File: src/hdl/slpd_defines.vh
`ifndef SLPD_DEFINES_VH
`define SLPD_DEFINES_VH
// Register map
`define SLPD_ADDR_W 16
`define SLPD_CTRL_ADDR 16'h404C
`define SLPD_CTRL_RESET 16'hC026
`define SLPD_CTRL_MASK 16'hC33F
// Field positions
`define SLPD_SRC_HI 15
`define SLPD_SRC_LO 14
`define SLPD_MODE_HI 9
`define SLPD_MODE_LO 8
`define SLPD_LEN_HI 5
`define SLPD_LEN_LO 4
`define SLPD_ONT_HI 3
`define SLPD_ONT_LO 2
`define SLPD_RAT_HI 1
`define SLPD_RAT_LO 0
// Source selector codes
`define SLPD_SRC_OFF 2'h0
`define SLPD_SRC_PWR 2'h1
`define SLPD_SRC_CHG 2'h2
`define SLPD_SRC_MAN 2'h3
// Pattern mode codes
`define SLPD_MODE_OFF 2'h0
`define SLPD_MODE_ON 2'h1
`define SLPD_MODE_CONT 2'h2
`define SLPD_MODE_BURST 2'h3
// Timing: base on-time step is 62.5 ms = 62500 us; clock 50 MHz
`define SLPD_CLK_MHZ 50
`define SLPD_TICK_US 62500
`define SLPD_TICK_CYC (`SLPD_TICK_US * `SLPD_CLK_MHZ)
// OTP completion flash length in ticks
`define SLPD_OTP_TICKS 5'h10
`endif

File: src/hdl/slpd_status_led_pulse_driver.v
// Chosen here: the plain strobed port.
`timescale 1ns/100ps
`include "slpd_defines.vh"
module slpd_status_led_pulse_driver #(
   parameter TICK_CYC = `SLPD_TICK_CYC
) (
   // Clock, reset, enable
   input wire clk,
   input wire rstn,
   input wire clk_en,
   // Register port
   input wire [15:0] reg_addr,
   input wire [15:0] reg_wdata,
   input wire reg_wr,
   input wire reg_rd,
   output reg [15:0] reg_rdata,
   // Status sources from the rest of the device (asynchronous)
   input wire power_state_led,
   input wire charger_status_led,
   input wire otp_prog_done,
   // Indicator
   output reg led_out
);

////////////////////////////////////////////////////////////////////////////////
// Helpers
function [3:0] on_ticks;
   input [1:0] code;
   begin
      case (code)
         2'h0: on_ticks = 4'hF;
         2'h1: on_ticks = 4'h3;
         2'h2: on_ticks = 4'h1;
         default: on_ticks = 4'h0;
      endcase
   end
endfunction

function [2:0] ratio_mult;
   input [1:0] code;
   begin
      case (code)
         2'h0: ratio_mult = 3'h1;
         2'h1: ratio_mult = 3'h2;
         2'h2: ratio_mult = 3'h3;
         default: ratio_mult = 3'h7;
      endcase
   end
endfunction

function [2:0] burst_pulses;
   input [1:0] code;
   begin
      case (code)
         2'h0: burst_pulses = 3'h1;
         2'h1: burst_pulses = 3'h2;
         2'h2: burst_pulses = 3'h4;
         default: burst_pulses = 3'h7;
      endcase
   end
endfunction

////////////////////////////////////////////////////////////////////////////////
// Input synchronisers
reg [2:0] sync1;
reg [2:0] sync2;
reg otp_prev;

always @(posedge clk or negedge rstn) begin
   if (!rstn) begin
      sync1 <= 3'h0;
      sync2 <= 3'h0;
      otp_prev <= 1'b0;
   end else if (clk_en) begin
      sync1 <= {otp_prog_done, charger_status_led, power_state_led};
      sync2 <= sync1;
      otp_prev <= sync2[2];
   end
end

wire otp_rise = sync2[2] & ~otp_prev;

////////////////////////////////////////////////////////////////////////////////
// Register
reg [15:0] ctrl;
wire wr_hit = reg_wr && (reg_addr == `SLPD_CTRL_ADDR);
wire [1:0] src = ctrl[`SLPD_SRC_HI:`SLPD_SRC_LO];
wire [1:0] mode = ctrl[`SLPD_MODE_HI:`SLPD_MODE_LO];
wire [1:0] len = ctrl[`SLPD_LEN_HI:`SLPD_LEN_LO];
wire [1:0] ont = ctrl[`SLPD_ONT_HI:`SLPD_ONT_LO];
wire [1:0] rat = ctrl[`SLPD_RAT_HI:`SLPD_RAT_LO];

always @(posedge clk or negedge rstn) begin
   if (!rstn) begin
      ctrl <= `SLPD_CTRL_RESET;
      reg_rdata <= 16'h0000;
   end else if (clk_en) begin
      if (wr_hit) begin
         ctrl <= reg_wdata & `SLPD_CTRL_MASK;
      end
      if (reg_rd && (reg_addr == `SLPD_CTRL_ADDR)) begin
         reg_rdata <= ctrl;
      end else begin
         reg_rdata <= 16'h0000;
      end
   end
end

////////////////////////////////////////////////////////////////////////////////
// Reference tick
reg [31:0] tick_cnt;
wire tick = (tick_cnt == TICK_CYC - 1);

always @(posedge clk or negedge rstn) begin
   if (!rstn) begin
      tick_cnt <= 32'h0;
   end else if (clk_en) begin
      if (wr_hit || tick) begin
         tick_cnt <= 32'h0;
      end else begin
         tick_cnt <= tick_cnt + 32'h1;
      end
   end
end

////////////////////////////////////////////////////////////////////////////////
// Pattern generator
localparam ST_ON = 1'b0;
localparam ST_OFF = 1'b1;
reg state;
reg [3:0] sub_cnt;
reg [2:0] rep_cnt;
reg [2:0] pulse_cnt;
reg burst_done;
reg [4:0] otp_cnt;

wire pulsing = (mode == `SLPD_MODE_CONT) || (mode == `SLPD_MODE_BURST);

always @(posedge clk or negedge rstn) begin
   if (!rstn) begin
      state <= ST_ON;
      sub_cnt <= 4'h0;
      rep_cnt <= 3'h0;
      pulse_cnt <= 3'h0;
      burst_done <= 1'b0;
   end else if (clk_en) begin
      if (wr_hit) begin
         state <= ST_ON;
         sub_cnt <= 4'h0;
         rep_cnt <= 3'h0;
         pulse_cnt <= 3'h0;
         burst_done <= 1'b0;
      end else if (tick && pulsing && !burst_done) begin
         case (state)
            ST_ON: begin
               if (sub_cnt == on_ticks(ont)) begin
                  sub_cnt <= 4'h0;
                  state <= ST_OFF;
               end else begin
                  sub_cnt <= sub_cnt + 4'h1;
               end
            end
            default: begin
               if (sub_cnt == on_ticks(ont)) begin
                  sub_cnt <= 4'h0;
                  if (rep_cnt == ratio_mult(rat) - 3'h1) begin
                     rep_cnt <= 3'h0;
                     state <= ST_ON;
                     if (mode == `SLPD_MODE_BURST &&
                         pulse_cnt == burst_pulses(len) - 3'h1) begin
                        burst_done <= 1'b1;
                     end else begin
                        pulse_cnt <= pulse_cnt + 3'h1;
                     end
                  end else begin
                     rep_cnt <= rep_cnt + 3'h1;
                  end
               end else begin
                  sub_cnt <= sub_cnt + 4'h1;
               end
            end
         endcase
      end
   end
end

////////////////////////////////////////////////////////////////////////////////
// OTP completion flash overrides the selected function for a fixed time
always @(posedge clk or negedge rstn) begin
   if (!rstn) begin
      otp_cnt <= 5'h0;
   end else if (clk_en) begin
      if (otp_rise) begin
         otp_cnt <= `SLPD_OTP_TICKS;
      end else if (tick && otp_cnt != 5'h0) begin
         otp_cnt <= otp_cnt - 5'h1;
      end
   end
end

////////////////////////////////////////////////////////////////////////////////
// Output select
reg next_led;
always @* begin
   case (mode)
      `SLPD_MODE_ON: next_led = 1'b1;
      `SLPD_MODE_CONT: next_led = (state == ST_ON);
      `SLPD_MODE_BURST: next_led = (state == ST_ON) && !burst_done;
      default: next_led = 1'b0;
   endcase
   if (src == `SLPD_SRC_OFF) begin
      next_led = 1'b0;
   end else if (src == `SLPD_SRC_PWR) begin
      next_led = sync2[0];
   end else if (src == `SLPD_SRC_CHG) begin
      next_led = sync2[1];
   end
   if (otp_cnt != 5'h0) begin
      next_led = 1'b1;
   end
end

always @(posedge clk or negedge rstn) begin
   if (!rstn) begin
      led_out <= 1'b0;
   end else if (clk_en) begin
      led_out <= next_led;
   end
end

endmodule

File: config.mk
export PLATFORM = sky130hd
export DESIGN_NAME = slpd_status_led_pulse_driver
export DESIGN_NICKNAME = d
export VERILOG_FILES = /design/src/hdl/slpd_status_led_pulse_driver.v
export VERILOG_INCLUDE_DIRS = /design/src /design/src/hdl
export SDC_FILE = /design/constraint.sdc
export NUM_CORES = 1
export LEC_CHECK = 0
export ABC_CLOCK_PERIOD_IN_PS = 2400
export BUFFER_PORTS_ARGS = -buffer_cell sky130_fd_sc_hd__buf_2
export CAP_MARGIN = 15
export CORE_MARGIN = 2
export CORE_UTILIZATION = 45
export CTS_BUF_LIST = sky130_fd_sc_hd__clkbuf_16
export DETAILED_ROUTE_END_ITERATION = 16
export PLACE_DENSITY = 0.72
export SLEW_MARGIN = 20
export SYNTH_ARGS = -nofsm -noshare
export SYNTH_HDL_FRONTEND = slang
export SYNTH_SLANG_ARGS = --single-unit
export TNS_END_PERCENT = 50
File: constraint.sdc
create_clock -name clk -period 2.4 [get_ports clk]
set_input_delay 0.24 -clock clk [delete_from_list [all_inputs] [get_ports clk]]
set_output_delay 0.24 -clock clk [all_outputs]
set_load 0.01 [all_outputs]
# Word-level counts from Yosys, hierarchy flattened
# Cells that the tools add are included.
# word_totals
register_bits,83
elab_cells,127
mem_bits_rw,0
out_inout_bits,17
latchBits,0
inputBits,40
mem_bits_ro,0
mem_count,0
# classes
n_shift,0
n_mul,0
mux,59
n_eq_ne,18
n_addsub,7
bitwise_logic,3
order_cmp,0
n_div,0
reduce_logical,27
# ops
operator,n
$mux 3,22
$mux 4,13
$add 32x1->32 const B,1
$eq 32x22->1 const B,1
$mux 32,1
$pmux 3 s3,2
$eq 16x15->1 const B,1
$mux 1,16
$mux 16,1
$eq 2x2->1 const B,6
$pmux 4 s3,1
$reduce_and 6->1,2
$reduce_bool 2->1,6
$eq 2x1->1 const B,5
$mux 5,2
$eq 4x4->1,2
$logic_not 2->1,4
$logic_and 1x1->1,7
$add 3x1->3 const B,2
$eq 3x3->1,2
$reduce_and 2->1,3
$sub 3x1->3 const B,2
$reduce_bool 5->1,1
$sub 5x1->5 const B,1
other kinds (8),10

# Longest topological paths before layout
# Gate-level depths: netlist of the first run.
# logic_depth
ltp_word,30
depth_mapped,8
mapped_depth_nobuf,8

# Least setup slack after synthesis of the first run
# Ideal clock, no wire load.
# synth_timing
kind,input -> register
start,input port reg_addr[4]
end,register pulse_cnt[0]
arrival_time_ps,2088
cell_stages,7
setup_slack_ps,187
setup_ps,125
cell_sequence,or4_4 > nor4_2 > and2_1 > buf_4 > a31oi_1 > or3_1 > mux2_2
# synth_between
elab_chain_cells,4
word_cells_on_any_way,9
classes_between,2 x eq/ne; 1 x mux; 6 x reduce/logical
# synth_rtl
element,line,text
"start, declared",slpd_status_led_pulse_driver.v:12,"input wire [15:0] reg_addr,"
$eq 16x15->1 (no line) *,--,
$logic_and 1x1->1 *,slpd_status_led_pulse_driver.v:86,wire wr_hit = reg_wr && (reg_addr == `SLPD_CTRL_ADDR);
$ne 2x2->1 (no line) or $reduce_bool 2->1 (tied branches),--,
$reduce_and 6->1 (no line),--,
"end signal, assigned",slpd_status_led_pulse_driver.v:173,pulse_cnt <= pulse_cnt + 3'h1;
"end, declared",slpd_status_led_pulse_driver.v:133,reg [2:0] pulse_cnt;
# Every way passes the cells marked *; elsewhere a longest branch is shown, timed or not.
# A chain may end at the register's enable or synchronous reset.

# Final worst setup path of the first run
# layout_timing
start,register tick_cnt[0]
end,register pulse_cnt[0]
# layout_between
elab_chain_cells,5
# layout_rtl
element,line,text
"start, declared",slpd_status_led_pulse_driver.v:111,reg [31:0] tick_cnt;
"start signal, assigned",slpd_status_led_pulse_driver.v:121,tick_cnt <= tick_cnt + 32'h1;
$eq 32x22->1,slpd_status_led_pulse_driver.v:112,wire tick = (tick_cnt == TICK_CYC - 1);
$logic_and 1x1->1 (2 in series),slpd_status_led_pulse_driver.v:153,end else if (tick && pulsing && !burst_done) begin
$reduce_bool 2->1 (no line),--,
$reduce_and 6->1 (no line),--,
# No other way between the ends.

==> results of run 1 <==
-- logic make-up (layout without fill, tap and decap cells) --
| family | count (synthesis) | count (layout) | synth area share [%] |
|---|---|---|---|
| flip-flops | 77 | 77 | 49.9 |
| adder cells (fa/ha/maj) | 8 | 8 | 2.58 |
| multiplexers | 11 | 11 | 3.17 |
| buffers and inverters | 27 | 87 | 3.39 |
| AND/OR/NAND/NOR | 171 | 171 | 23.1 |
| AO/OA/AOI/OAI | 60 | 60 | 10.3 |
| other | 1 | 6 | 0.0968 |
| XOR/XNOR | 33 | 33 | 7.46 |
-- cells in the mapped netlist (all sizes together) (2+ instances only) --
cell type  instances  area (µm²)
ha                 8         100
and4               3        26.3
and4b              2        20.0
xor2              17         149
nand4             11        68.8
mux2              10         113
or4b               2        20.0
dfstp              5         131
a21oi             10        50.1
nand3             13        65.1
nor2              45         171
nand2b             3        18.8
clkbuf             9        33.8
buf                9        63.8
o41ai              2        17.5
and2               2        12.5
and3              11        68.8
nor4               5        52.6
nor4b              5        43.8
nor2b              4        25.0
nand3b             2        15.0
o31ai              5        42.5
or3                2        12.5
o21ai             20         100
a22o              12         105
inv                9        33.8
nand2             46         173
dfrtp             72        1800
a31oi              4        25.0
or4                3        26.3
nor3               7        35.0
xnor2             16         140
-- flip-flops by register name, indices dropped and copies added, names as in the netlist, 4 cells and up --
register   flops
otp_cnt        5
ctrl          10
reg_rdata     10
sub_cnt        4
tick_cnt      32
-- final cells by class --
type | instances | area (µm²)
inverters | 9 | 33.8
clock inverters | 7 | 52.6
fillers | 727 | 3700
multi-input cells | 289 | 1850
repair buffers | 62 | 370
well taps | 105 | 131
clock buffers | 9 | 225
flip-flops and latches | 77 | 1930
-- path summary, 6_finish.rpt --
path / start / endpoint / slack [ns] / cells past startpoint
worst max-delay path: tick_cnt[0] / pulse_cnt[0] / 0.19 / 7
worst min-delay path: rstn / ctrl[3] / 0.05 / 1
worst max register to register: tick_cnt[0] / pulse_cnt[0] / 0.19 / 7
worst min register to register: ctrl[2] / ctrl[2] / 0.49 / 2
max in group asynchronous: rstn / sync1[1] / 1.72 / 1
min in group clk: reg_wdata[1] / ctrl[1] / 0.09 / 3
-- layout by cell type, fill, tap and decap left out, types with 2 or more instances in the layout --
cell type	n
conb_1	6
nand3b_1	2
and3_1	11
or4_1	2
dfrtp_1	72
nor3_1	7
clkinv_1	2
nand4_1	11
nor4b_1	3
clkbuf_16	9
nor2b_1	4
inv_1	13
nand2b_1	3
o31ai_1	4
ha_1	8
mux2_2	10
or3_1	2
nor4b_2	2
nor4_1	3
a21oi_1	10
a22o_1	12
o21ai_0	19
nor2_1	44
nand2_1	46
dfstp_2	5
a31oi_1	4
or4b_1	2
and2_1	2
buf_4	18
nand3_1	13
xor2_1	17
buf_2	43
and4b_1	2
and4_1	3
xnor2_1	16
-- stage by stage --
step	instance area [µm²]	hold WS [ns]	total power, mW	setup slack [ns]
CTS	4580	0.0880	2.93	0.120
floorplan	3890	-0.0556	1.57	0.187
finish	4590	0.0492	2.92	0.192
global route	4590	0.0906	3.05	0.0254
global placement	4300	0.434	1.65	0.0376
detailed placement	4300	0.442	1.66	0.00710
-- critical path, cell delays in order (launching register included) --
cell and delay [ns]:
dfrtp_1 0.38, ha_1 0.21, nor4b_2 0.20, nand4_1 0.21, nor4_4 0.30, nor2_2 0.12
or3_1 0.40, mux2_2 0.27
-- metal layers --
layer | GRT usage (%) | vias up | routed length, µm
met1 | 25.1 | 1502 | 3850
li1 | - | 1475 | -
met3 | 4.55 | 20 | 339
met2 | 28.0 | 67 | 3780
met5 | 0 | - | 0
met4 | 9.32 | 0 | 219
-- report_power, final --
group | leakage, nW | switching [mW] | internal (mW)
registers | 1.01 | 0.0622 | 1.36
clock network | 0.149 | 0.496 | 0.782
logic | 1.05 | 0.114 | 0.103
total | 2.20 | 0.671 | 2.25
==> flow_summary.ini, run 1 <==
[placement]
dp_hpwl_um = 5710
dp.cells = 542
place_congestion = 0.853
io_buffer_count = 44

[clock_tree]
post-cts-setup-buffers = 0
cts_buffers = 9
cts_sinks = 77
cts_hold_buffers = 0
cts_max_level = 3
clk_path_buf_depth = 2
post_cts_resized = 0
clock_latency_ns = 0.34
cts_tree = done
cts_root_buffer = clkbuf_16
cts.clk_slew.worst_paths_ns = 0.06

[sta]
rsz0062_at_grt = false
fin_crit_sh_pct = 92.0
worstMarginPinSlew_ns = 0.961
hold_viol_final = 0
final-setup-viol-count = 0
fin_skew_ns = 0.00613
drv_slew = 0
slew_headroom_pct = 35.9
clock.fmax_mhz = 453
setup_tns_ns = 0
layout_min_cycle_time_ns = 2.21

[floorplan]
start_util_pct = 46.7
io-pin-count = 57
fp.dieArea_mm2 = 0.00937
die_h_um = 96.8
fp.coreArea_mm2 = 0.00830
die_w_um = 96.8
rows = 33

[yosys]
avgSynthCellArea_um2 = 9.98
yosysWarnings = 0
syn_area_mm2 = 0.00387
synthArstFlopShare_pct = 100
synth_edf_count = 0
ys_seq_area_share_pct = 49.9
yosysUniqueCellTypes = 53
synth-main-ff-cell = dfrtp_1
ys_seq_elements = 77
syn_inst = 388

[global_routing]
overflow = 0
grt_first_pass_wirelength_um = 14100
grt_max_degree = 78
track_usage_pct = 18.6
antenna_found_initial = 0
grt_pass1_vias = 3022

[detailed_routing]
wl_per_cell_um = 14.7
via_count = 3064
firstDrtPassIters = 4
routed_via_density = 5.49
drc = 0
finalWirelength_um = 8190
antenna_left = 0
drt_iter0_markers = 110

[cells_and_area]
n_antenna_cell = 0
area_growth_pct = 18.6
final_nets = 496
final_cells = 558
final_core_util_pct = 55.4
drive_gt1_share_pct = 21.2

[flow_run]
cap_violations = 0

[setup_path]
cp-end-kind = flop
start_kind = flop
crit_type = flop to flop
crit_fanout = 7
critPathRequiredTime_ns = 2.62
arrival_ns = 2.43

[min_path]
hp-class = input port to asynchronous set/reset pin

[status]
status = finished clean

[power]
vdd_drop_max_mv = 0.435
p_per_area_mw_per_mm2 = 635
power.leakage_nw = 2.20
Power figures use the tool's default switching activity.
==> run 2: changes to the inputs <==
--- a/config.mk
+++ b/config.mk
@@ -14,6 +14,7 @@
 export CTS_BUF_LIST = sky130_fd_sc_hd__clkbuf_16
 export DETAILED_ROUTE_END_ITERATION = 16
 export PLACE_DENSITY = 0.72
+export REMOVE_ABC_BUFFERS = 1
 export SLEW_MARGIN = 20
 export SYNTH_ARGS = -nofsm -noshare
 export SYNTH_HDL_FRONTEND = slang
==> flow_summary.ini, run 2 (same netlist as run 1, synthesis figures left out) <==
[status]
status = finished clean

[cells_and_area]
nFillCells = 754
regMostFlops = tick_cnt
final_nets = 494
drive_gt1_share_pct = 21.7
reg_top3 = tick_cnt (32), ctrl (10), reg_rdata (10)
seq_area_mm2 = 0.00193
largest_reg_flops = 32
final_cell_mix = 72 x dfrtp_1, 46 x nand2_1, 44 x nor2_1
multi_input_area_mm2 = 0.00185
area_growth_pct = 18.8
n_antenna_cell = 0
final_cells = 556
final_common_cell = dfrtp_1
final_cell_area_mm2 = 0.00460

[min_path]
hp-class = input port to asynchronous set/reset pin

[placement]
dpl_worst_slack_ns = 0.00721
placed_area_mm2 = 0.00428
io_buffer_count = 44
dp_hpwl_um = 5660
dp.cells = 540
place_congestion = 0.823

[sta]
worstMarginPinSlew_ns = 0.958
hold_viol_final = 0
slew_headroom_pct = 36.2
drv_slew = 0
layout_min_cycle_time_ns = 2.23
rsz0062_at_grt = false
fin_crit_sh_pct = 93.0
fin_skew_ns = 0.00556
setup_slack_ns = 0.169
clock.fmax_mhz = 448
final-setup-viol-count = 0

[setup_path]
crit_fanout = 6
crit_path_end = pulse_cnt[0]
critPathRequiredTime_ns = 2.61
r2r_cells = 7
arrival_ns = 2.44
reg2reg_from = tick_cnt[0]
r2r_end = pulse_cnt[0]
r2r_slack_ns = 0.17
start_kind = flop
cp-end-kind = flop
worstSetupStartpoint = tick_cnt[0]
crit_type = flop to flop

[clock_tree]
post_cts_resized = 0
cts.clk_slew.worst_paths_ns = 0.06
cts_root_buffer = clkbuf_16
clock_latency_ns = 0.33
cts_buffers = 9
cts_tree = done
cts_max_level = 3
clk_path_buf_depth = 2
cts_hold_buffers = 0
cts_sinks = 77
post-cts-setup-buffers = 0

[power]
swShare_pct = 22.1
p_comb_share_pct = 7.2
switchingPower_mw = 0.670
clockPowerShare_pct = 45.8
p_per_area_mw_per_mm2 = 658
internal_power_mw = 2.36
power.leakage_nw = 2.20
vdd_drop_max_mv = 0.500
pwr-share-seq_pct = 47.0

[detailed_routing]
firstDrtPassIters = 4
drt_iter0_markers = 145
wl_per_cell_um = 14.6
antenna_left = 0
routed_via_density = 5.50
via_count = 3059
drc = 0
finalWirelength_um = 8140

[floorplan]
start_util_pct = 46.7
fp.coreArea_mm2 = 0.00830
die_h_um = 96.8
die_w_um = 96.8
fp.dieArea_mm2 = 0.00937
io-pin-count = 57
rows = 33

[global_routing]
track_usage_pct = 18.0
antenna_found_initial = 0
grt_max_degree = 78
grt_first_pass_wirelength_um = 13900
overflow = 0
grt_pass1_vias = 3063

[flow_run]
cap_violations = 0
-- run 2: changes by cell type in the layout (fill, tap and decap cells not counted) --
| cell | change |
|---|---|
| buf_4 | -1 |
| clkinv_2 | +2 |
| nor4_1 | -1 |
| inv_1 | -3 |
| nor4_2 | +1 |
| bufinv_16 | +1 |
| buf_12 | -1 |
-- run 2: stage by stage --
stage	setup TNS, ns	power, mW	util [%]	hold slack, ns
after floorplan	-37.82	1.56	-	-0.0556
after global placement	0	1.65	51.5	0.440
after detailed placement	0	1.66	51.5	0.440
after CTS	0	3.05	55.2	0.0993
after global routing	0	3.16	55.5	0.118
final	0	3.03	55.5	0.0509
-- run 2: power by group through the flow --
stage / clock, mW / sequential (mW) / combinational, mW
after global routing: 1.47 / 1.43 / 0.252
final: 1.39 / 1.42 / 0.218
after detailed placement: 0 / 1.44 / 0.215
after global placement: 0 / 1.44 / 0.207
after CTS: 1.42 / 1.42 / 0.216
after floorplan: 0 / 1.43 / 0.131
-- run 2: worst min path at each step --
stage                      start  slack (ns)         end
floorplan                   rstn       -0.06  burst_done
global placement    reg_wdata[1]        0.44     ctrl[1]
detailed placement  reg_wdata[8]        0.44     ctrl[8]
CTS                 reg_wdata[8]         0.1     ctrl[8]
global route        reg_wdata[1]        0.12     ctrl[1]
finish                      rstn        0.05    sync1[0]
-- run 2: cell type report --
type / instances / area share, %
clock buffers: 9 / 4.89
clock inverters: 7 / 1.77
inverters: 9 / 0.734
multi-input cells: 289 / 40.3
flip-flops and latches: 77 / 42.0
well taps: 105 / 2.85
repair buffers: 60 / 7.45
-- run 2: critical path, cell delays in order, from the launching register on --
cell	delay, ns
dfrtp_1	0.40
ha_1	0.25
nor4b_2	0.24
nand4_1	0.24
nor4_4	0.22
nor2_2	0.10
or3_1	0.40
mux2_2	0.27
-- run 2: layer usage --
layer | global-route usage [%] | up-vias | share of wire, %
met1 | 23.4 | 1514 | 46
met4 | 7.69 | 0 | 1.4
met3 | 3.90 | 12 | 3.2
met2 | 29.3 | 58 | 50
met5 | 0 | - | 0
li1 | - | 1475 | -
